===== src/verilog/alss_pkg.sv =====
`default_nettype none
package alss_pkg;
  // software register map
  localparam logic [7:0] SW_CTRL = 8'h00;
  localparam logic [7:0] SW_MODE = 8'h04;
  localparam logic [7:0] SW_MFL  = 8'h08;
  localparam logic [7:0] SW_CFG  = 8'h0C;
  localparam logic [7:0] SW_STAT = 8'h10;
  localparam int CTRL_START     = 0;
  localparam int CTRL_OVR_APPLY = 1;
  localparam int CTRL_SR_WIN    = 2;
  localparam int CFG_SYNC_TS    = 0;
  localparam int CFG_CAL_BG     = 1;
  localparam int CFG_OFF_CAL    = 2;
  localparam int CFG_OVR_ON     = 3;
  localparam int STAT_BUSY      = 0;
  localparam int STAT_DONE      = 1;
  localparam int STAT_ERR       = 2;
  localparam int STAT_LINK_UP   = 3;
  localparam int STAT_ST_LSB    = 8;
  // device register addresses
  localparam logic [15:0] DEV_LINK_EN = 16'h0010;
  localparam logic [15:0] DEV_CAL_EN  = 16'h0011;
  localparam logic [15:0] DEV_MODE    = 16'h0012;
  localparam logic [15:0] DEV_MFL     = 16'h0013;
  localparam logic [15:0] DEV_SYNC    = 16'h0014;
  localparam logic [15:0] DEV_CALCFG  = 16'h0015;
  localparam logic [15:0] DEV_OVR     = 16'h0016;
  localparam logic [15:0] DEV_TRIG    = 16'h0017;
  // reset values and counts
  localparam logic [4:0] MODE_RST   = 5'h01;
  localparam logic [4:0] MFL_RST    = 5'h07;
  localparam int         WR_TMO_DEF = 1000;

  typedef enum logic [3:0] {
    S_IDLE     = 4'h0,
    S_WAIT_CLK = 4'h1,
    S_LINK_OFF = 4'h3,
    S_CAL_OFF  = 4'h2,
    S_MODE     = 4'h6,
    S_MFL      = 4'h7,
    S_SYNC     = 4'h5,
    S_CALCFG   = 4'h4,
    S_CAL_ON   = 4'hC,
    S_OVR      = 4'hD,
    S_SR_ON    = 4'hF,
    S_SR_CHK   = 4'hE,
    S_LINK_ON  = 4'hA,
    S_TRIG0    = 4'hB,
    S_TRIG1    = 4'h9,
    S_ERR      = 4'h8
  } alss_state_t;

  typedef struct packed {
    logic [7:0]  addr;
    logic [31:0] wdata;
    logic        wr;
    logic        rd;
  } alss_sw_req_t;

  typedef struct packed {
    logic [15:0] addr;
    logic [7:0]  data;
  } alss_dev_wr_t;

  typedef struct packed {
    logic [4:0] mode;
    logic [4:0] multiframe_len_minus_one;
    logic       sync_ts;
    logic       cal_bg;
    logic       off_cal;
    logic       overrange_enable;
    logic       ovr_apply;
    logic       sr_win;
  } alss_cfg_t;
endpackage
`default_nettype wire


===== src/verilog/alss_host.sv =====
`timescale 1ns/1ps
`default_nettype none
// Functional notes
// - start no device writes until the device clock reports stable.
// - first write clears the link enable bit to halt the link.
// - next write clears the calibration engine enable.
// - then write the chosen link format mode.
// - write multiframe length as frames per multiframe minus one.
// - write sync source select: single-ended sync or timestamp pair.
// - write calibration settings: foreground/background and offset.
// - then set the calibration engine enable to one.
// - optionally write overrange enable after calibration is enabled.
// - start continuous SYSREF before checking it and before link start.
// - confirm SYSREF timing by auto calibration or windowing first.
// - after SYSREF passes, set the link enable bit to one.
// - write calibration trigger zero, then one, to start calibration.
module alss_host #(
  parameter int WR_TMO_CYC = alss_pkg::WR_TMO_DEF
) (
  input  wire logic                  core_clk,
  input  wire logic                  rst,
  input  wire alss_pkg::alss_sw_req_t sw_req,
  output logic [31:0]                sw_rdata,
  input  wire logic                  dev_clk_stable,
  output logic                       dev_wr_valid,
  output alss_pkg::alss_dev_wr_t     dev_wr,
  input  wire logic                  dev_wr_done,
  output logic                       sysref_run_en,
  output logic                       sysref_chk_req,
  output logic                       sysref_chk_win,
  input  wire logic                  sysref_chk_done,
  input  wire logic                  sysref_chk_ok,
  input  wire logic                  sync_req_n
);

  typedef struct packed {
    alss_pkg::alss_state_t  st;
    logic                   wr_valid;
    alss_pkg::alss_dev_wr_t wr;
    logic [15:0]            tmo;
    logic                   sr_en;
    logic                   chk_req;
    logic                   busy;
    logic                   done;
    logic                   err;
    logic                   link_on;
    alss_pkg::alss_cfg_t    cfg;
    logic [31:0]            rdata;
  } alss_host_state_t;

  localparam logic [15:0] TMO_LAST = 16'(WR_TMO_CYC - 1);

  alss_host_state_t s_ff;
  alss_host_state_t nxt_s;

  function automatic alss_pkg::alss_dev_wr_t cmd_for(
    input alss_pkg::alss_state_t st,
    input alss_pkg::alss_cfg_t   c
  );
    alss_pkg::alss_dev_wr_t r;
    r = '0;
    case (st)
      alss_pkg::S_LINK_OFF: r = '{alss_pkg::DEV_LINK_EN, 8'h00};
      alss_pkg::S_CAL_OFF:  r = '{alss_pkg::DEV_CAL_EN, 8'h00};
      alss_pkg::S_MODE:
        r = '{alss_pkg::DEV_MODE, {3'h0, c.mode}};
      alss_pkg::S_MFL:
        r = '{alss_pkg::DEV_MFL, {3'h0, c.multiframe_len_minus_one}};
      alss_pkg::S_SYNC:
        r = '{alss_pkg::DEV_SYNC, {7'h00, c.sync_ts}};
      alss_pkg::S_CALCFG:
        r = '{alss_pkg::DEV_CALCFG, {6'h00, c.off_cal, c.cal_bg}};
      alss_pkg::S_CAL_ON:   r = '{alss_pkg::DEV_CAL_EN, 8'h01};
      alss_pkg::S_OVR:
        r = '{alss_pkg::DEV_OVR, {7'h00, c.overrange_enable}};
      alss_pkg::S_LINK_ON:  r = '{alss_pkg::DEV_LINK_EN, 8'h01};
      alss_pkg::S_TRIG0:    r = '{alss_pkg::DEV_TRIG, 8'h00};
      alss_pkg::S_TRIG1:    r = '{alss_pkg::DEV_TRIG, 8'h01};
      default:              r = '0;
    endcase
    return r;
  endfunction

  // successor of each write state, taken once its write completes
  function automatic alss_pkg::alss_state_t next_of(
    input alss_pkg::alss_state_t st,
    input alss_pkg::alss_cfg_t   c
  );
    alss_pkg::alss_state_t r;
    r = alss_pkg::S_ERR;
    case (st)
      alss_pkg::S_LINK_OFF: r = alss_pkg::S_CAL_OFF;
      alss_pkg::S_CAL_OFF:  r = alss_pkg::S_MODE;
      alss_pkg::S_MODE:     r = alss_pkg::S_MFL;
      alss_pkg::S_MFL:      r = alss_pkg::S_SYNC;
      alss_pkg::S_SYNC:     r = alss_pkg::S_CALCFG;
      alss_pkg::S_CALCFG:   r = alss_pkg::S_CAL_ON;
      alss_pkg::S_CAL_ON:
        r = c.ovr_apply ? alss_pkg::S_OVR : alss_pkg::S_SR_ON;
      alss_pkg::S_OVR:      r = alss_pkg::S_SR_ON;
      alss_pkg::S_LINK_ON:  r = alss_pkg::S_TRIG0;
      alss_pkg::S_TRIG0:    r = alss_pkg::S_TRIG1;
      alss_pkg::S_TRIG1:    r = alss_pkg::S_IDLE;
      default:              r = alss_pkg::S_ERR;
    endcase
    return r;
  endfunction

  logic sw_cfg_wr;
  logic start;

  always_comb
  begin
    nxt_s = s_ff;
    nxt_s.rdata = '0;
    sw_cfg_wr = sw_req.wr && !s_ff.busy;
    start = sw_cfg_wr && (sw_req.addr == alss_pkg::SW_CTRL)
            && sw_req.wdata[alss_pkg::CTRL_START];
    if (sw_cfg_wr)
    begin
      unique case (sw_req.addr)
        alss_pkg::SW_CTRL:
        begin
          nxt_s.cfg.ovr_apply = sw_req.wdata[alss_pkg::CTRL_OVR_APPLY];
          nxt_s.cfg.sr_win    = sw_req.wdata[alss_pkg::CTRL_SR_WIN];
        end
        alss_pkg::SW_MODE: nxt_s.cfg.mode = sw_req.wdata[4:0];
        alss_pkg::SW_MFL:
          nxt_s.cfg.multiframe_len_minus_one = sw_req.wdata[4:0];
        alss_pkg::SW_CFG:
        begin
          nxt_s.cfg.sync_ts = sw_req.wdata[alss_pkg::CFG_SYNC_TS];
          nxt_s.cfg.cal_bg  = sw_req.wdata[alss_pkg::CFG_CAL_BG];
          nxt_s.cfg.off_cal = sw_req.wdata[alss_pkg::CFG_OFF_CAL];
          nxt_s.cfg.overrange_enable = sw_req.wdata[alss_pkg::CFG_OVR_ON];
        end
        default: nxt_s.cfg = s_ff.cfg;
      endcase
    end
    if (sw_req.rd)
    begin
      unique case (sw_req.addr)
        alss_pkg::SW_CTRL:
          nxt_s.rdata = {29'h0, s_ff.cfg.sr_win, s_ff.cfg.ovr_apply, 1'b0};
        alss_pkg::SW_MODE: nxt_s.rdata = {27'h0, s_ff.cfg.mode};
        alss_pkg::SW_MFL:
          nxt_s.rdata = {27'h0, s_ff.cfg.multiframe_len_minus_one};
        alss_pkg::SW_CFG:
          nxt_s.rdata = {28'h0, s_ff.cfg.overrange_enable, s_ff.cfg.off_cal,
                         s_ff.cfg.cal_bg, s_ff.cfg.sync_ts};
        alss_pkg::SW_STAT:
          nxt_s.rdata = {20'h0, s_ff.st, 4'h0,
                         s_ff.link_on & sync_req_n,
                         s_ff.err, s_ff.done, s_ff.busy};
        default: nxt_s.rdata = '0;
      endcase
    end
    if (s_ff.wr_valid)
    begin
      nxt_s.tmo = s_ff.tmo + 16'h0001;
      if (dev_wr_done)
      begin
        nxt_s.wr_valid = 1'b0;
        nxt_s.st = next_of(s_ff.st, s_ff.cfg);
        if (s_ff.st == alss_pkg::S_LINK_OFF)
          nxt_s.link_on = 1'b0;
        if (s_ff.st == alss_pkg::S_LINK_ON)
          nxt_s.link_on = 1'b1;
        if (s_ff.st == alss_pkg::S_TRIG1)
        begin
          nxt_s.busy = 1'b0;
          nxt_s.done = 1'b1;
        end
      end
      else if (s_ff.tmo == TMO_LAST)
      begin
        nxt_s.wr_valid = 1'b0;
        nxt_s.st = alss_pkg::S_ERR;
      end
    end
    else
    begin
      unique case (s_ff.st)
        alss_pkg::S_IDLE:
          if (start)
          begin
            nxt_s.st    = alss_pkg::S_WAIT_CLK;
            nxt_s.busy  = 1'b1;
            nxt_s.done  = 1'b0;
            nxt_s.err   = 1'b0;
            nxt_s.sr_en = 1'b0;
          end
        alss_pkg::S_WAIT_CLK:
          if (dev_clk_stable)
            nxt_s.st = alss_pkg::S_LINK_OFF;
        alss_pkg::S_SR_ON:
        begin
          nxt_s.sr_en   = 1'b1;
          nxt_s.chk_req = 1'b1;
          nxt_s.st      = alss_pkg::S_SR_CHK;
        end
        alss_pkg::S_SR_CHK:
          if (sysref_chk_done)
          begin
            nxt_s.chk_req = 1'b0;
            nxt_s.st = sysref_chk_ok ? alss_pkg::S_LINK_ON
                                     : alss_pkg::S_ERR;
          end
        alss_pkg::S_ERR:
        begin
          nxt_s.busy = 1'b0;
          nxt_s.err  = 1'b1;
          nxt_s.st   = alss_pkg::S_IDLE;
        end
        default:
        begin
          // write state just entered: launch its single write
          nxt_s.wr_valid = 1'b1;
          nxt_s.wr  = cmd_for(s_ff.st, s_ff.cfg);
          nxt_s.tmo = '0;
        end
      endcase
    end
  end

  always_ff @(posedge core_clk)
  begin
    if (rst)
    begin
      s_ff          <= '0;
      s_ff.cfg.mode <= alss_pkg::MODE_RST;
      s_ff.cfg.multiframe_len_minus_one <= alss_pkg::MFL_RST;
    end
    else
      s_ff <= nxt_s;
  end

  assign sw_rdata       = s_ff.rdata;
  assign dev_wr_valid   = s_ff.wr_valid;
  assign dev_wr         = s_ff.wr;
  assign sysref_run_en  = s_ff.sr_en;
  assign sysref_chk_req = s_ff.chk_req;
  assign sysref_chk_win = s_ff.cfg.sr_win;

  clk_gate_a: assert property (@(posedge core_clk)
    disable iff (rst)
    (s_ff.st == alss_pkg::S_WAIT_CLK && !dev_clk_stable)
    |=> s_ff.st == alss_pkg::S_WAIT_CLK && !dev_wr_valid)
    else $error("left clock wait without stable clock");
  link_off_a: assert property (@(posedge core_clk)
    disable iff (rst)
    (dev_wr_valid && s_ff.st == alss_pkg::S_LINK_OFF)
    |-> dev_wr.addr == alss_pkg::DEV_LINK_EN && dev_wr.data == 8'h00)
    else $error("link halt write wrong");
  cal_off_a: assert property (@(posedge core_clk)
    disable iff (rst)
    (s_ff.st == alss_pkg::S_CAL_OFF && $changed(s_ff.st))
    |-> $past(s_ff.st) == alss_pkg::S_LINK_OFF && $past(dev_wr_done))
    else $error("calibration halt out of order");
  mf_len_a: assert property (@(posedge core_clk)
    disable iff (rst)
    (dev_wr_valid && s_ff.st == alss_pkg::S_MFL)
    |-> dev_wr.addr == alss_pkg::DEV_MFL
        && dev_wr.data[4:0] == s_ff.cfg.multiframe_len_minus_one)
    else $error("multiframe length write wrong");
  cal_on_a: assert property (@(posedge core_clk)
    disable iff (rst)
    (s_ff.st == alss_pkg::S_CALCFG && dev_wr_valid && dev_wr_done)
    |=> s_ff.st == alss_pkg::S_CAL_ON ##1
        dev_wr_valid && dev_wr.data == 8'h01)
    else $error("calibration enable not after settings");
  sysref_on_a: assert property (@(posedge core_clk)
    disable iff (rst)
    (s_ff.st == alss_pkg::S_SR_CHK || s_ff.st == alss_pkg::S_LINK_ON)
    |-> sysref_run_en)
    else $error("sysref not running");
  sr_verify_a: assert property (@(posedge core_clk)
    disable iff (rst)
    (s_ff.st == alss_pkg::S_LINK_ON && $changed(s_ff.st))
    |-> $past(sysref_chk_done) && $past(sysref_chk_ok))
    else $error("link restart without sysref check");
  link_on_a: assert property (@(posedge core_clk)
    disable iff (rst)
    (dev_wr_valid && s_ff.st == alss_pkg::S_LINK_ON)
    |-> dev_wr.addr == alss_pkg::DEV_LINK_EN && dev_wr.data == 8'h01)
    else $error("link restart write wrong");
  trig_seq_a: assert property (@(posedge core_clk)
    disable iff (rst)
    (dev_wr_valid && dev_wr_done && s_ff.st == alss_pkg::S_TRIG0)
    |-> dev_wr.data == 8'h00 ##2 dev_wr_valid
        && dev_wr.addr == alss_pkg::DEV_TRIG && dev_wr.data == 8'h01)
    else $error("trigger zero then one broken");
  one_write_a: assert property (@(posedge core_clk)
    disable iff (rst)
    (dev_wr_valid && !dev_wr_done && s_ff.tmo != TMO_LAST)
    |=> dev_wr_valid && $stable(dev_wr))
    else $error("write changed before completion");
  wr_gap_a: assert property (@(posedge core_clk)
    disable iff (rst)
    (dev_wr_valid && dev_wr_done) |=> !dev_wr_valid)
    else $error("next write overlapped completion");

endmodule // alss_host
`default_nettype wire


===== config.mk =====
export PLATFORM = sky130hd
export DESIGN_NAME = alss_host
export DESIGN_NICKNAME = d
export VERILOG_FILES = /design/src/verilog/alss_pkg.sv /design/src/verilog/alss_host.sv
export SDC_FILE = /design/constraint.sdc
export NUM_CORES = 1
export LEC_CHECK = 0
export ABC_AREA = 1
export BUFFER_PORTS_ARGS = -buffer_cell sky130_fd_sc_hd__buf_2
export CAP_MARGIN = 20
export CORE_MARGIN = 2
export CORE_UTILIZATION = 52
export CTS_CLUSTER_DIAMETER = 40
export DETAILED_ROUTE_END_ITERATION = 16
export PLACE_DENSITY = 0.81
export SLEW_MARGIN = 20
export SYNTH_ARGS = -nofsm -noshare
export SYNTH_HDL_FRONTEND = slang
export SYNTH_SLANG_ARGS = --single-unit

===== constraint.sdc =====
create_clock -name core_clk -period 1.7 [get_ports core_clk]
set_clock_uncertainty 0.05 [all_clocks]
set_input_delay 0 -clock core_clk [delete_from_list [all_inputs] [get_ports core_clk]]
set_output_delay 0 -clock core_clk [all_outputs]
set_load 0.02 [all_outputs]

==> metrics.md <==
| Metric | Value |
|---|---|
| Remaining global-route overflow | 0 |
| Core Region | 6720 um^2 |
| Crit share post-route | 0.958 |
| Via count | 3502 |
| Final Power | 4910 uW |
| Yosys top cell area share | 0.341 |
| Net count reported at finish | 635 |
| Vias in the first global route | 3124 |
| Max Fanout on Critical Path | 11 |
| Status | complete, but fails checks |
| Worst Setup Start Kind | register |
| TNS Setup | 0 ps |
| Chip width | 87.0 um |
| Synthesized flop and latch total | 61 |
| Number of remaining DRC errors | 2 |
| Hold slack final | 0.358 ps |
| Antenna violations before repair | 0 |
| Most frequent cells after synthesis | nand2_1, nor2_1, dfxtp_1 |
| Maxcap violations | 0 |
| Cell accounting for the most synthesized area | dfxtp_1 |
| Wire length per cell | 12.9 um |
| RSZ-0062 raised after global routing | no |
| Post-Syn Area per Cell | 6.68 um^2 |
| Endpoint class of the critical path | register |
| Die ar. | 7560 um^2 |
| Sequential share of the synthesized area | 0.341 |
| Max Root-Sink Buffers | 2 |
| CTS tree | yes |
| Boundary pin count | 109 |
| Drt first pass iters | 11 |
| Yosys warns | 0 |
| RePlAce Congestion | 0.946 |
| DP Wirelength | 6.32 mm |
| Post-Syn Area | 3580 um^2 |
| Final Hold Viols | 0 |
| First-pass GRT wire length | 13.9 mm |
| Top-count cell post-synth | nand2_1 |
| Crit path DAT | 1810 ps |
| Register clock-pin slew on the reported worst setup and hold paths | 70 ps |
| Placement row count | 30 |
| Leakage | 0.00185 uW |
| Starting DRT DRC Count | 207 |
| Critical path type | reg -> reg |
| Synth top area cells | dfxtp_1, nand2_1, buf_4 |
| Worst Path Required | 1880 ps |
| Library cells used by synthesis | 35 |
| Largest net degree at the start of global routing | 27 |
| Violated checks | DRC |
| Async S/R FF share, synth | 0 |
| Final ANT Viol Nets | 0 |
| CTS buffer count | 9 |
| Final-report setup violation count | 0 |
| Global Route Usage Sum | 0.231 |
| Skew-Pair Late Insertion Delay | 330 ps |
| CTS Root Buffer Type | clkbuf_8 |
| Vias/cell | 5.23 |
| PortBufs | 43 |
| ANT cells | 0 |
| Minimum clock period | 1630 ps |
| PwrDens | 1210 nW/um^2 |
| Slew Viols, Final | 0 |
| Synth Instances | 536 |
| Number of synthesized flops with an enable pin | 0 |
| CTS H-tree lvls | 3 |
| Starting Density | 0.533 |
| Detailed Route WL | 8.65 mm |
| Max Freq | 614 MHz |
| Layout cells sized above 1 | 0.203 |
| Final WS setup | 71.2 ps |
| Main flop type after synthesis | dfxtp_1 |
| DIE HEIGHT | 87.0 um |
| Worst hold path class | in -> reg |
| CTS Sinks | 61 |
| IR drop worst, VDD | 0.554 mV |
| Place WS | 51.8 ps |
| Area growth syn-to-layout | 13.4% |
-- worst max-delay path, cell delays in order, from the launching register on --
cell and delay, ps:
dfxtp_1 400, inv_1 230, nor3_2 240, nand2_1 180, nor2_4 170, nand2_1 90, nor2_1 110, nor2_1 50
-- power breakdown --
part | switching [uW] | internal, uW
clock | 585 | 968
sequential | 126 | 1540
combinational | 1130 | 557
-- layer usage --
metal	track usage	wire length, um	vias to the layer above
li1	-	-	1726
met2	0.386	4170	174
met5	0	0	-
met3	0.0445	668	22
met1	0.296	3570	1580
met4	0.0824	235	0
-- through the flow --
step	area, um^2	std cells	utilization
after global routing	4060	670	0.604
after global placement	3660	643	0.545
after detailed placement	3660	643	0.545
after CTS	3980	667	0.593
final	4060	670	0.604
after floorplan	3720	573	-
-- cells by family (layout without fill, tap and decap cells) --
logic type      count (synthesis)  count (layout)  synth area share
compound gates                 81              81             0.134
other cells                     1              38           0.00105
simple gates                  270             270             0.326
fa+ha+maj                       1               1           0.00350
flops                          61              61             0.341
buf+inv                       122             139             0.194
-- state kept, by name, indices dropped and copies added, names as in the netlist --
| signal | count |
|---|---|
| sysref_run_en | 1 |
| dev_wr_valid | 1 |
| s_ff | 39 |
| sysref_chk_win | 1 |
| sysref_chk_req | 1 |
| dev_wr | 9 |
| sw_rdata | 9 |
-- cells in the final DEF, fill, tap and decap left out, types with 7 or more instances in the layout --
master,n
nand2_1,120
o21ai_0,23
dlygate4sd3_1,8
nor2_2,7
buf_4,16
nand3_1,32
inv_1,48
conb_1,38
nor3_1,13
nor2_1,74
clkbuf_8,9
buf_2,43
dfxtp_1,55
a21oi_1,30
a21oi_2,8
-- final cells by class --
cell class	count	area, um^2
fillers	605	2660
multi-input cells	390	1850
flip-flops and latches	61	1230
repair buffers	68	435
inverters	55	211
clock buffers	9	124
clock inverters	7	114
well taps	80	100
-- worst paths after layout --
| check | endpoint | slack (ps) | startpoint | cells after the start |
|---|---|---|---|---|
| setup / recovery | s_ff[67] | 70 | dev_wr_valid | 7 |
| hold / removal | sysref_chk_req | 0.4 | sysref_chk_done | 4 |
| setup reg to reg | s_ff[67] | 70 | dev_wr_valid | 7 |
| hold reg to reg | dev_wr[12] | 420 | dev_wr[12] | 2 |
-- repair_timing --
| action | in CTS | in global routing |
|---|---|---|
| setup endpoints to repair | 0 | 27 |
| endpoints found under the hold margin | 19 | 0 |
| hold buffers | 8 | 0 |
| buffers inserted | 0 | 3 |
| resized for setup | 0 | 18 |
(Power assumes the default switching activity.)
